==> config.mk <==
export PLATFORM = sky130hd
export DESIGN_NAME = pps_clock
export DESIGN_NICKNAME = d
export VERILOG_FILES = /design/src/rtl/pps_clock_pkg.sv /design/src/rtl/button_press.sv /design/src/rtl/pps_clock.sv
export SDC_FILE = /design/constraint.sdc
export NUM_CORES = 1
export LEC_CHECK = 0
export BUFFER_PORTS_ARGS = -buffer_cell sky130_fd_sc_hd__clkbuf_2
export CAP_MARGIN = 15
export CORE_UTILIZATION = 34
export CTS_BUF_LIST = sky130_fd_sc_hd__clkbuf_16
export CTS_CLUSTER_DIAMETER = 150
export DETAILED_ROUTE_END_ITERATION = 16
export HOLD_SLACK_MARGIN = 0.06
export PLACE_DENSITY = 0.58
export REMOVE_ABC_BUFFERS = 1
export SLEW_MARGIN = 20
export SYNTH_ARGS = -nofsm -noshare
export SYNTH_HDL_FRONTEND = slang
export SYNTH_SLANG_ARGS = --single-unit
==> constraint.sdc <==
create_clock -name core_clk -period 17.3 [get_ports core_clk]
set_input_delay 1.73 -clock core_clk [delete_from_list [all_inputs] [get_ports core_clk]]
set_output_delay 1.73 -clock core_clk [all_outputs]
set_load 0.05 [all_outputs]
==> src/rtl/pps_clock_pkg.sv <==
// Purpose: Shared constants for the pulse-per-second clock and shifter
// Assumes: 100 MHz core clock, 5 MHz reference sampled on that clock
// Notes:   Phase counts are in 50 ns steps; offsets are APB byte addresses
package pps_clock_pkg;

    // Clocking
    localparam int CLK_PERIOD_NS     = 10;
    localparam int REF_HZ            = 5_000_000;
    localparam int STEP_NS           = 50;
    localparam int CYC_PER_STEP      = STEP_NS / CLK_PERIOD_NS;
    localparam int STEPS_PER_SEC     = 1_000_000_000 / STEP_NS;

    // Gradual shift: 100 ms spread over about 5 s
    localparam int BIG_STEP_MS       = 100;
    localparam int BIG_STEP_SECONDS  = 5;
    localparam int SLEW_PER_SEC      =
        (BIG_STEP_MS * 1_000_000 / STEP_NS) / BIG_STEP_SECONDS;

    // Output pulse width and button debounce
    localparam int PULSE_US          = 10;
    localparam int PULSE_STEPS       = PULSE_US * 1000 / STEP_NS;
    localparam int DEBOUNCE_MS       = 10;
    localparam int DEBOUNCE_CYC      = DEBOUNCE_MS * 1_000_000 / CLK_PERIOD_NS;

    // Cursor positions
    localparam logic [4:0] CUR_SEC_UNITS  = 5'h05;
    localparam logic [4:0] CUR_SEC_ADJ    = 5'h06;
    localparam logic [4:0] CUR_WEEKDAY    = 5'h0d;
    localparam logic [4:0] CUR_OFS_FIRST  = 5'h0e;
    localparam logic [4:0] CUR_LAST       = 5'h16;

    // Reset values of the calendar
    localparam logic [6:0] RST_DAY     = 7'h01;
    localparam logic [6:0] RST_MONTH   = 7'h01;
    localparam logic [6:0] RST_YEAR    = 7'h00;
    localparam logic [6:0] RST_WEEKDAY = 7'h01;

    // Register map
    localparam logic [7:0] OFS_CTRL    = 8'h00;
    localparam logic [7:0] OFS_TIME    = 8'h04;
    localparam logic [7:0] OFS_DATE    = 8'h08;
    localparam logic [7:0] OFS_SHIFT   = 8'h0c;
    localparam logic [7:0] OFS_STATUS  = 8'h10;
    localparam logic [31:0] RST_CTRL   = 32'h0000_0001;

endpackage

==> src/rtl/button_press.sv <==
// Purpose: Debounce front-panel buttons and emit one pulse per press
// Assumes: Button levels are synchronous to core_clk, active high
// Notes:   A held button yields a single pulse
`timescale 1ns/10ps
module button_press #(
    parameter int WIDTH      = 3,
    parameter int STABLE_CYC = 1_000_000
) (
    input  wire logic             core_clk,
    input  wire logic             srst,
    input  wire logic [WIDTH-1:0] raw,
    output logic      [WIDTH-1:0] press
);

    initial begin
        if (STABLE_CYC < 1 || WIDTH < 1)
            $error("button_press: bad parameters");
    end

    logic [WIDTH-1:0] stable;
    logic [WIDTH-1:0] next_stable;
    logic [WIDTH-1:0] next_press;
    logic [31:0]      cnt [WIDTH];
    logic [31:0]      next_cnt [WIDTH];

    always_comb begin
        for (int i = 0; i < WIDTH; i++) begin
            next_cnt[i]    = 32'h0;
            next_stable[i] = stable[i];
            next_press[i]  = 1'b0;
            if (raw[i] != stable[i]) begin
                next_cnt[i] = cnt[i] + 32'h1;
                if (cnt[i] >= 32'(STABLE_CYC - 1)) begin
                    next_cnt[i]    = 32'h0;
                    next_stable[i] = raw[i];
                    next_press[i]  = raw[i];
                end
            end
        end
    end

    always_ff @(posedge core_clk) begin
        if (srst) begin
            stable <= '0;
            press  <= '0;
            for (int i = 0; i < WIDTH; i++)
                cnt[i] <= 32'h0;
        end else begin
            stable <= next_stable;
            press  <= next_press;
            cnt    <= next_cnt;
        end
    end

endmodule

==> src/rtl/pps_clock.sv <==
// Purpose: Time-of-day clock, 1 Hz pulse generator and phase shifter
// Assumes: ref_5mhz and ext_sync sampled on core_clk; APB zero-wait slave
// Notes:   Display fields are binary; shift offset counts 50 ns steps
`timescale 1ns/10ps

// Functional notes
// - Pulse and clock timing is counted from the 5 MHz reference edges.
// - Time line shows hours, minutes, seconds; date line shows the calendar.
// - Weekday runs 1 for Monday to 7 for Sunday and advances each day.
// - Cursor moves one digit right per press and wraps to the next line.
// - Plus and minus change the clock digit under the cursor by one.
// - On the seconds-adjust position plus and minus move the clock 10 s.
// - On the offset line plus delays the pulse, minus advances it.
// - The least significant offset digit is one 50 ns phase step.
// - The offset shows the signed total of all shifts applied.
// - Ready shows while idle, busy during a shift; shifts ignored when busy.
// - A 100 ms shift is spread out over about five seconds.
// - A sync rising edge realigns the pulse and clears the offset.
// - A sync edge on the own pulse clears the offset without moving it.
module pps_clock
#(
    parameter int STEPS_SEC  = pps_clock_pkg::STEPS_PER_SEC,
    parameter int SLEW_MAX   = pps_clock_pkg::SLEW_PER_SEC,
    parameter int DEBOUNCE   = pps_clock_pkg::DEBOUNCE_CYC
) (
    input  wire logic        core_clk,
    input  wire logic        srst,
    input  wire logic        ref_5mhz,
    input  wire logic        ext_sync,
    input  wire logic        btn_cursor,
    input  wire logic        btn_plus,
    input  wire logic        btn_minus,
    output logic             pps_out,
    output logic [4:0]       cursor,
    output logic [6:0]       hours,
    output logic [6:0]       minutes,
    output logic [6:0]       seconds,
    output logic [6:0]       day,
    output logic [6:0]       month,
    output logic [6:0]       year,
    output logic [6:0]       weekday,
    output logic [31:0]      shift_total,
    output logic             ready,
    input  wire logic        psel,
    input  wire logic        penable,
    input  wire logic        pwrite,
    input  wire logic [7:0]  paddr,
    input  wire logic [31:0] pwdata,
    output logic [31:0]      prdata,
    output logic             pready,
    output logic             pslverr
);
    import pps_clock_pkg::*;

    initial begin
        if (STEPS_SEC <= PULSE_STEPS || SLEW_MAX < 1 ||
            SLEW_MAX >= STEPS_SEC / 2 || DEBOUNCE < 1)
            $error("pps_clock: bad parameters");
    end
    function automatic logic [6:0] wrap_step(input logic [6:0] v,
                                             input int d, input int lo,
                                             input int hi);
        int r;
        r = int'(v) + d;
        if (r > hi)
            r = r - (hi - lo + 1);
        if (r < lo)
            r = r + (hi - lo + 1);
        return 7'(r);
    endfunction
    function automatic logic [6:0] days_in(input logic [6:0] m,
                                           input logic [6:0] y);
        case (m)
            7'h04, 7'h06, 7'h09, 7'h0b: return 7'h1e;
            7'h02: return (y[1:0] == 2'b00) ? 7'h1d : 7'h1c;
            default: return 7'h1f;
        endcase
    endfunction
    function automatic logic [31:0] ofs_weight(input logic [4:0] pos);
        case (pos - CUR_OFS_FIRST)
            5'h00:   return 32'h05f5_e100;
            5'h01:   return 32'h0098_9680;
            5'h02:   return 32'h000f_4240;
            5'h03:   return 32'h0001_86a0;
            5'h04:   return 32'h0000_2710;
            5'h05:   return 32'h0000_03e8;
            5'h06:   return 32'h0000_0064;
            5'h07:   return 32'h0000_000a;
            default: return 32'h0000_0001;
        endcase
    endfunction

    ////////////////////////////////////////////////////////////////////////
    // Buttons
    logic [2:0] press;
    button_press #(
        .WIDTH      (3),
        .STABLE_CYC (DEBOUNCE)
    ) u_buttons (
        .core_clk (core_clk),
        .srst     (srst),
        .raw      ({btn_minus, btn_plus, btn_cursor}),
        .press    (press)
    );
    ////////////////////////////////////////////////////////////////////////
    // Phase timing
    logic        ref_prev;
    logic        sync_prev;
    logic [2:0]  sub;
    logic [2:0]  next_sub;
    logic [31:0] phase;
    logic [31:0] next_phase;
    logic [31:0] adj;
    logic [31:0] next_adj;
    logic [31:0] pending;
    logic [31:0] next_pending;
    logic [31:0] next_total;
    logic        second_end;
    logic        sync_edge;
    logic        step_tick;
    logic        busy;
    logic        shift_req;
    logic [31:0] shift_amt;
    logic [31:0] ctrl;
    logic [31:0] next_ctrl;
    assign sync_edge = ext_sync & ~sync_prev;
    assign busy      = (pending != 32'h0) || (adj != 32'h0);
    assign step_tick = (sub == 3'(CYC_PER_STEP - 1));
    assign second_end = step_tick &&
        ($signed(phase) >= $signed(32'(STEPS_SEC - 1)) + $signed(adj));
    always_comb begin
        shift_req = 1'b0;
        shift_amt = 32'h0;
        if (cursor >= CUR_OFS_FIRST && (press[1] ^ press[2])) begin
            shift_req = 1'b1;
            shift_amt = press[1] ? ofs_weight(cursor)
                                 : 32'h0 - ofs_weight(cursor);
        end
    end
    always_comb begin
        next_sub = (sub == 3'(CYC_PER_STEP - 1)) ? 3'h0 : sub + 3'h1;
        if (ref_5mhz && !ref_prev)
            next_sub = 3'h1;
        next_phase   = phase;
        next_adj     = adj;
        next_pending = pending;
        next_total   = shift_total;
        if (step_tick)
            next_phase = phase + 32'h1;
        if (second_end) begin
            next_phase   = 32'h0;
            if ($signed(pending) > $signed(32'(SLEW_MAX)))
                next_adj = 32'(SLEW_MAX);
            else if ($signed(pending) < -$signed(32'(SLEW_MAX)))
                next_adj = 32'h0 - 32'(SLEW_MAX);
            else
                next_adj = pending;
            next_pending = pending - next_adj;
        end
        if (shift_req && !busy) begin
            next_pending = next_pending + shift_amt;
            next_total   = shift_total + shift_amt;
        end
        if (sync_edge) begin
            // own-pulse edge lands on phase zero, so no move
            next_phase   = 32'h0;
            next_adj     = 32'h0;
            next_pending = 32'h0;
            next_total   = 32'h0;
        end
    end
    always_ff @(posedge core_clk) begin
        if (srst) begin
            ref_prev    <= 1'b0;
            sync_prev   <= 1'b0;
            sub         <= 3'h0;
            phase       <= 32'h0;
            adj         <= 32'h0;
            pending     <= 32'h0;
            shift_total <= 32'h0;
            pps_out     <= 1'b0;
            ready       <= 1'b1;
        end else begin
            ref_prev    <= ref_5mhz;
            sync_prev   <= ext_sync;
            sub         <= next_sub;
            phase       <= next_phase;
            adj         <= next_adj;
            pending     <= next_pending;
            shift_total <= next_total;
            pps_out     <= ctrl[0] && (next_phase < 32'(PULSE_STEPS));
            ready       <= (next_pending == 32'h0) && (next_adj == 32'h0);
        end
    end

    ////////////////////////////////////////////////////////////////////////
    // Clock and calendar
    logic [4:0] next_cursor;
    logic [6:0] nh;
    logic [6:0] nm;
    logic [6:0] ns;
    logic [6:0] nd;
    logic [6:0] nmo;
    logic [6:0] ny;
    logic [6:0] nw;
    always_comb begin
        int d;
        d   = 0;
        nh  = hours;
        nm  = minutes;
        ns  = seconds;
        nd  = day;
        nmo = month;
        ny  = year;
        nw  = weekday;
        next_cursor = cursor;
        if (press[0])
            next_cursor = (cursor == CUR_LAST) ? 5'h00 : cursor + 5'h01;
        if (second_end) begin
            ns = wrap_step(ns, 1, 0, 59);
            if (ns == 7'h00) begin
                nm = wrap_step(nm, 1, 0, 59);
                if (nm == 7'h00) begin
                    nh = wrap_step(nh, 1, 0, 23);
                    if (nh == 7'h00) begin
                        nw = wrap_step(nw, 1, 1, 7);
                        if (nd >= days_in(nmo, ny)) begin
                            nd  = 7'h01;
                            nmo = wrap_step(nmo, 1, 1, 12);
                            if (nmo == 7'h01)
                                ny = wrap_step(ny, 1, 0, 99);
                        end else begin
                            nd = nd + 7'h01;
                        end
                    end
                end
            end
        end
        if (press[1] ^ press[2])
            d = press[1] ? 1 : -1;
        if (d != 0 && cursor < CUR_OFS_FIRST) begin
            case (cursor)
                5'h00:       nh  = wrap_step(nh, 10 * d, 0, 23);
                5'h01:       nh  = wrap_step(nh, d, 0, 23);
                5'h02:       nm  = wrap_step(nm, 10 * d, 0, 59);
                5'h03:       nm  = wrap_step(nm, d, 0, 59);
                5'h04:       ns  = wrap_step(ns, 10 * d, 0, 59);
                5'h05:       ns  = wrap_step(ns, d, 0, 59);
                CUR_SEC_ADJ: begin
                    if (d > 0 && ns >= 7'h32)
                        nm = wrap_step(nm, 1, 0, 59);
                    if (d < 0 && ns < 7'h0a)
                        nm = wrap_step(nm, -1, 0, 59);
                    ns = wrap_step(ns, 10 * d, 0, 59);
                end
                5'h07:       nd  = wrap_step(nd, 10 * d, 1, 31);
                5'h08:       nd  = wrap_step(nd, d, 1, 31);
                5'h09:       nmo = wrap_step(nmo, 10 * d, 1, 12);
                5'h0a:       nmo = wrap_step(nmo, d, 1, 12);
                5'h0b:       ny  = wrap_step(ny, 10 * d, 0, 99);
                5'h0c:       ny  = wrap_step(ny, d, 0, 99);
                CUR_WEEKDAY: nw  = wrap_step(nw, d, 1, 7);
                default:     nh  = hours;
            endcase
        end
    end
    always_ff @(posedge core_clk) begin
        if (srst) begin
            cursor  <= 5'h00;
            hours   <= 7'h00;
            minutes <= 7'h00;
            seconds <= 7'h00;
            day     <= RST_DAY;
            month   <= RST_MONTH;
            year    <= RST_YEAR;
            weekday <= RST_WEEKDAY;
        end else begin
            cursor  <= next_cursor;
            hours   <= nh;
            minutes <= nm;
            seconds <= ns;
            day     <= nd;
            month   <= nmo;
            year    <= ny;
            weekday <= nw;
        end
    end

    ////////////////////////////////////////////////////////////////////////
    // APB slave; read data is latched in the setup cycle
    logic        hit;
    logic [31:0] rd_word;
    logic [31:0] next_prdata;
    assign pready = 1'b1;
    always_comb begin
        hit         = 1'b1;
        rd_word     = 32'h0;
        next_ctrl   = ctrl;
        case (paddr)
            OFS_CTRL:   rd_word = ctrl;
            OFS_TIME:   rd_word = {11'h0, hours, minutes, seconds};
            OFS_DATE:   rd_word = {4'h0, weekday, year, month, day};
            OFS_SHIFT:  rd_word = shift_total;
            OFS_STATUS: rd_word = {26'h0, cursor, busy};
            default:    hit     = 1'b0;
        endcase
        next_prdata = (psel && !penable) ? rd_word : prdata;
        pslverr     = psel && penable && !hit;
        if (psel && penable && pwrite && paddr == OFS_CTRL)
            next_ctrl = {31'h0, pwdata[0]};
    end

    always_ff @(posedge core_clk) begin
        if (srst) begin
            ctrl   <= RST_CTRL;
            prdata <= 32'h0;
        end else begin
            ctrl   <= next_ctrl;
            prdata <= next_prdata;
        end
    end

endmodule

# After elaboration in Yosys (flattened, before gate mapping)
# Memories as Yosys holds them, arrays and structs flattened.
# Cells that the tools add are included.
[totals]
mem_bits_ro = 384
mem_count = 2
register_bits = 324
word_cells = 432
[op_classes]
add_sub_neg = 77
mul = 1
n_bitwise = 9
reduce_logical = 45
magnitude_cmp = 57
mux = 183
eq_ne = 29
[memory_table]
columns = ["name", "depth", "word_bits", "read_ports", "rd_clocked_by_memory_dff", "wr", "line_no", "text"]
rows = [
  ["(no name shown)", 8, 24, 1, 0, 0, "pps_clock.sv:80", "case (pos - CUR_OFS_FIRST)"],
  ["(no name shown)", 8, 24, 1, 0, 0, "pps_clock.sv:80", ""],
]
[op_table]
columns = ["cell", "n"]
rows = [
  ["$mux W32", 94],
  ["$mux W7", 75],
  ["$lt A32 B1 Y1 const B", 16],
  ["$add A8 B32 Y32", 13],
  ["$lt A32 B2 Y1 const B", 7],
  ["$pmux W32 S5", 1],
  ["$add A32 B1 Y32 const B", 4],
  ["$gt A32 B6 Y1 const B", 4],
  ["$gt A32 B7 Y1 const B", 4],
  ["$sub A32 B6 Y32 const B", 4],
  ["$sub A32 B7 Y32 const B", 4],
  ["$ge A32 B20 Y1 const B", 3],
  ["$reduce_bool A32 Y1", 3],
  ["$add A32 B32 Y32", 2],
  ["$gt A32 B5 Y1 const B", 2],
  ["$gt A32 B8 Y1 const B", 2],
  ["$logic_not A32 Y1", 2],
  ["$sub A32 B5 Y32 const B", 2],
  ["$sub A32 B8 Y32 const B", 2],
  ["$add A7 B7 Y7 const B", 9],
  ["$pmux W7 S3", 3],
  ["$add A7 B1 Y8 const B", 7],
  ["$add A7 B6 Y7 const B", 8],
  ["$pmux W7 S2", 3],
  ["69 further kinds", 127],
]

# Longest topological paths before layout
[depth]
word_depth = 65
ltp_mapped = 55
ltp_nobuf = 53

# Hierarchy
# A second synthesis with hierarchy kept.
[hier_totals]
cells_unflattened = 4484
hier_area_um2 = 33768.6
[modules_own_cells]
columns = ["module", "cells_per_inst", "instances", "area_each_um2"]
rows = [
  ["pps_clock", 4094, 1, 30006.3],
  ["button_press", 390, 1, 3762.4],
]

# Least setup slack after synthesis
# Ideal clock, no wire load.
[synth_path]
path_kind = "register to register"
start = "register adj[4]"
end = "register month[5]"
stages_incl_launch_ff = 51
t_arrival_ns = 11.035
t_required_ns = 17.168
path_slack_ns = 6.133
period_less_slack_ns = 11.167
path_cell_list = "dfxtp_1 > or3_1 > nor4_1 > nand2_1 > and3_1 > or3_1 > a21oi_1 > nor2_1 > or2_2 > nand2b_1 > nand2_1 > and3_1 > o21a_1 > nand3_1 > xor2_1 > ha_1 > nand4_1 > nor4_1 > [... 15 more ...] > ha_1 > nor4b_1 > nand2_1 > or4b_1 > clkbuf_1 > a2111oi_0 > nor4_2 > xnor2_1 > ha_1 > nor4b_1 > nand4_1 > a2111o_1 > o41ai_4 > nand2_2 > xnor2_1 > a22o_1 > o21ai_1 > a21oi_1"
[synth_between]
elab_chain_len = 13
[synth_rtl]
columns = ["item", "line_no", "text"]
rows = [
  ["start: declaration", "pps_clock.sv:113", "logic [31:0] adj;"],
  ["start signal: assignment", "pps_clock.sv:188", "adj <= next_adj;"],
  ["$add A26 B32 Y32 *", "pps_clock.sv:130", "($signed(phase) >= $signed(32'(STEPS_SEC - 1)) + $signed(adj));"],
  ["$ge A32 B32 Y1 *", "pps_clock.sv:130", ""],
  ["$logic_and A1 B1 Y1 *", "pps_clock.sv:129", "assign second_end = step_tick &&"],
  ["$mux W7 *", "pps_clock.sv:219", "if (second_end) begin"],
  ["$add A8 B32 Y32", "pps_clock.sv:64", "r = int'(v) + d;"],
  ["$sub A32 B5 Y32 or $gt A32 B5 Y1 (tied branches)", "pps_clock.sv:66, pps_clock.sv:65", ""],
  ["$mux W32", "pps_clock.sv:65", "if (r > hi)"],
  ["$mux W32", "pps_clock.sv:242", "case (cursor)"],
  ["$mux W32", "pps_clock.sv:241", "if (d != 0 && cursor < CUR_OFS_FIRST) begin"],
  ["$lt A32 B2 Y1 or $add A7 B5 Y7 (tied branches)", "pps_clock.sv:67, pps_clock.sv:68", ""],
  ["$mux W7", "pps_clock.sv:67", "if (r < lo)"],
  ["$pmux W7 S2", "pps_clock.sv:242", ""],
  ["$mux W7 *", "pps_clock.sv:241", ""],
  ["end signal: assignment", "pps_clock.sv:283", "month <= nmo;"],
  ["end: declaration", "pps_clock.sv:39", "output logic [6:0] month,"],
]
# Mark *: on every way between the ends. The rest lies on a longest branch, timed or not. The select of a mux whose other input is x is not followed.
# A chain may end at the register's enable or synchronous reset.

# Final worst setup path
[layout_path]
start = "register adj[3]"
end = "register month[6]"
# Same word-level chain as after synthesis.

==> run summary <==
The run gives 4050 ps as the final critical-path setup slack. After detailed routing, the met3 layer carries 6.27 mm of wire. The tools report the worst max-slew margin expressed relative to the limit as 0.251. Summed over all nets, the switching power comes to 0.000643 W. The floorplan step defined a core boundary enclosing 0.0983 mm^2. Proportion of layout cells with a drive suffix above 1: 0.0727. In this run the remaining antenna-violating nets after routing total 0. Power comes to 0.00210 W. The largest total area in the synthesized netlist belongs to dfxtp_1.

Worst hold-check path type: flop to flop. The tools report the overall fraction of global-route tracks in use as 0.195. For this block, the via count after detailed routing is 31,975. The largest single stage delay on the critical path is 910 ps. The setup TNS was 0 ps; the clock tree buffer depth was 3. For the worst setup slack for register-to-register paths, the log shows 4050 ps. The share of the synthesized area in compound gates (AO/OA/AOI/OAI) works out to 0.199.

Entering global routing, the biggest net connects 81 pins. Row generation in the floorplan step produced 115 rows. The worst vdd rail ir drop was 0.0000652 V. STA puts the critical path data arrival time at 13,710 ps. Wires add up to 101 mm. After detailed routing, the number of remaining DRC violations is 0. The HPWL after detailed placement is 78.7 mm.

Effective utilization at floorplan: 0.343. For the final weighted congestion in routability-driven placement, the log shows 0.924. In this run, synthesis inferred 0 flip-flops with an integrated enable.

The die covers 0.100 mm^2. For this run, the detailed router's first-pass iteration total came to 7. The uppermost metal layer occupied by signal nets was met5. The area share of and/or/nand/nor cells after synthesis came out at 0.259. The initial antenna violation count came out at 4. The worst setup path is captured at a flop. The number of failing hold endpoints at the final stage was 0; the number of distinct standard cells referenced by the synthesized netlist was 105.

Counting I/O delays and the setup requirement, the final critical path takes 13,250 ps. Counting cells, the worst reg-to-reg path comes to 53. The cell family contributing the most delay on the critical path is simple AND/OR/NAND/NOR gates.

The actual transition at the worst max-transition pin was 1120 ps; the count of buffer and inverter cells on the critical path was 3. The arithmetic-cell share of the synthesized area counting full adders, half adders and majority gates was 0.158; the buffers inserted during post-CTS setup optimization was 0. The share of the synthesized netlist area taken by xor and xnor gates was 0.114. The wire length per cell works out to 17.1 um.

After detailed routing, the wire length on met1 is 46.5 mm. Of all nets on the critical path, the largest fanout is 55. The layout has 10,367 filler cells.

The fraction of power spent switching nets works out to 0.306. Synthesis produced a netlist whose cell count is 4,516. For this design the static power due to leakage is 15.3 nW. The quantity of gates resized following cts is 0.

The clock sink count was 324. The flow ran to the end, and the final reports show no timing, DRC or antenna violations. Clock tree synthesis selected as its root buffer the cell clkbuf_16. From synthesis to final layout, the design area changed by 10.4%. Counting the buffers created by CTS gives 45. Path type of the worst setup path: flop to flop. The number of port buffers came out at 139.

The run gives 5,056 as the final-stage net count. In this run, post-CTS hold repair placed 0 buffers. For the total of warnings raised by yosys, the log shows 0. In the routed layout, each cell is associated on average with a via count of 5.41. The number of placed I/O pins came out at 172. The logs give 0 for the total global routing overflow and 0.365 for the share of total power in sequential cells.

The clock reaches the later pin of the worst-skew pair after 630 ps. Multiplexer fraction of the synthesized cell area: 0.0347. In the post-synthesis netlist, the biggest area contributors are dfxtp_1 (19%), ha_1 (15%), xnor2_1 (6.9%), nor2_1 (5.7%), a21oi_1 (5.3%). The mapped netlist covers 0.0337 mm^2.

For the fraction of the yosys area taken by sequential cells, the log shows 0.192. The number of DRC markers in iteration 0 is 2,085. Setup repair after global routing left no endpoint under its margin. TritonCTS built the clock tree. The run gives 50.8 ps as the clock tree skew after final layout.

The internal power came out at 0.00146 W. The portion of synthesized cell area occupied by the leading cell type came out at 0.192. Setup violations remaining at the end of the flow were counted as 0. The die is 317 um tall. Among all stages on the critical path, the largest delay is contributed by or4_1.

The number of levels in the clock H-tree was 2; the synthesized area divided by synthesized cell count was 7.47 um^2. For the via count of the first global-routing pass, the log shows 29,403. The power density over the cells was 56.5 mW/mm^2. After synthesis, the largest family of logic cells by area is simple AND/OR/NAND/NOR gates. Along the worst hold path, the cell count comes to 2. The flip-flop and latch count after synthesis was 324; the clock network fraction of total power was 0.446. From left edge to right edge, the die measures 317 um. Flip-flop cell with the highest count after synthesis: dfxtp_1. Based on the critical path, the design can be clocked at up to 75.5 MHz.

The share of total power in combinational logic is 0.189, and the amount of wire on met2 after detailed routing is 44.3 mm. The portion of the clock cycle consumed by the worst path in the final layout is 0.766, and the number of max-cap violations is 0. After clock tree synthesis, the clock-pin slew on the worst setup and hold paths is 60 ps. The max-slew violation count came out at 0. The share of flip-flops with an asynchronous set or reset after synthesis was 0. The worst-case setup slack after placement was 4120 ps.

The tools report the critical path launch point type as a flop. The first global-routing pass estimated 159 mm of wire. Data on the critical path is required at its endpoint by 17,770 ps.

The number of logic stages on the critical path including buffering came out at 53.
power by group through the flow:
| stage | combinational (W) | sequential [W] | clock (W) |
|---|---|---|---|
| 6_report | 0.000398 | 0.000768 | 0.000938 |
| 4_1_cts | 0.000396 | 0.000767 | 0.000964 |
| 3_3_place_gp | 0.000390 | 0.000784 | 0 |
| 5_1_grt | 0.000441 | 0.000768 | 0.000991 |
| 2_1_floorplan | 0.000287 | 0.000790 | 0 |
| 3_5_place_dp | 0.000393 | 0.000784 | 0 |
cells in the mapped netlist (30+ instances only):
cell type / instances
o211ai_1: 31
a21o_1: 48
o21a_1: 30
a211oi_1: 47
nor4_1: 50
ha_1: 400
dfxtp_1: 324
clkbuf_1: 152
and3_1: 57
o21ai_0: 226
nor2b_1: 45
nor3_1: 128
nand4_1: 67
xor2_1: 162
xnor2_1: 267
inv_1: 192
nor2_1: 511
a31oi_1: 49
and2_1: 57
or3_1: 35
mux2i_1: 91
a21oi_1: 355
nand2_1: 466
o21bai_1: 40
nand3_1: 147
nand2b_1: 68
worst reg2reg max path: cells and delay by family, from the launching register on:
kind,cells,cell delay [ps]
compound gates,13,2680
buf+inv,3,470
flops,1,340
xor+xnor,3,520
fa+ha+maj,5,1380
simple gates,29,7710
flip-flops by register name (all words and copies together) (netlist names), 32 cells and up:
| signal | cells |
|---|---|
| prdata | 32 |
| shift_total | 32 |
| phase | 32 |
| pending | 32 |
| adj | 32 |
| u_buttons.cnt | 96 |
worst paths after layout:
check / start / end
setup / recovery: adj[3] / month[6]
hold / removal: prdata[31] / prdata[31]
setup reg to reg: adj[3] / month[6]
hold reg to reg: prdata[31] / prdata[31]
area by class of cell:
class | count | area [um^2] | area share
flip-flops and latches | 324 | 6490 | 0.174
clock buffers | 45 | 1130 | 0.0303
repair buffers | 172 | 946 | 0.0254
diodes | 2 | 5.00 | 0.000134
clock inverters | 34 | 350 | 0.00941
multi-input cells | 3853 | 26000 | 0.698
inverters | 194 | 728 | 0.0196
well taps | 1287 | 1610 | 0.0433
per-stage QoR:
stage | hold WS (ps) | utilization | area [um^2] | std cells
floorplan | 426 | - | 33100 | 4371
global placement | 444 | 0.364 | 35700 | 5830
detailed placement | 449 | 0.364 | 35700 | 5830
CTS | 457 | 0.379 | 37200 | 5909
global route | 466 | 0.379 | 37200 | 5909
finish | 455 | 0.379 | 37200 | 5911
cells by family after synthesis:
logic type,after synthesis
other,2
adders and majority gates,416
and+or+nand+nor,1789
xor gates and xnor gates,433
DFF,324
AOI/OAI and AO/OA,1065
buffers and inverters,374
muxes,113
cells in the final DEF, fill, tap and decap left out, drive strengths merged, types with 18 or more instances in the layout:
cell      n
nor3b    18
a211oi   47
nand4    67
clkinv   21
xnor2   268
dfxtp   324
or2      30
a21boi   18
o21bai   40
and4     18
or3      36
nand2   469
a31oi    49
mux2i    91
or4      20
and3     57
clkbuf  183
inv     200
and2     57
buf      34
a21oi   358
o21ai   234
a21o     48
nand3   147
o31ai    23
o22ai    18
nor2b    45
mux2     21
nor4     55
conb     37
nor2    513
xor2    163
o21a     30
nor3    130
ha      400
o211ai   31
nand2b   68
metal layers:
layer,vias up,GRT usage
met1,14799,0.257
met5,-,0
li1,16313,-
met3,160,0.0383
met2,701,0.314
met4,2,0.0716
Note: power is estimated with default switching activity, not from simulation.
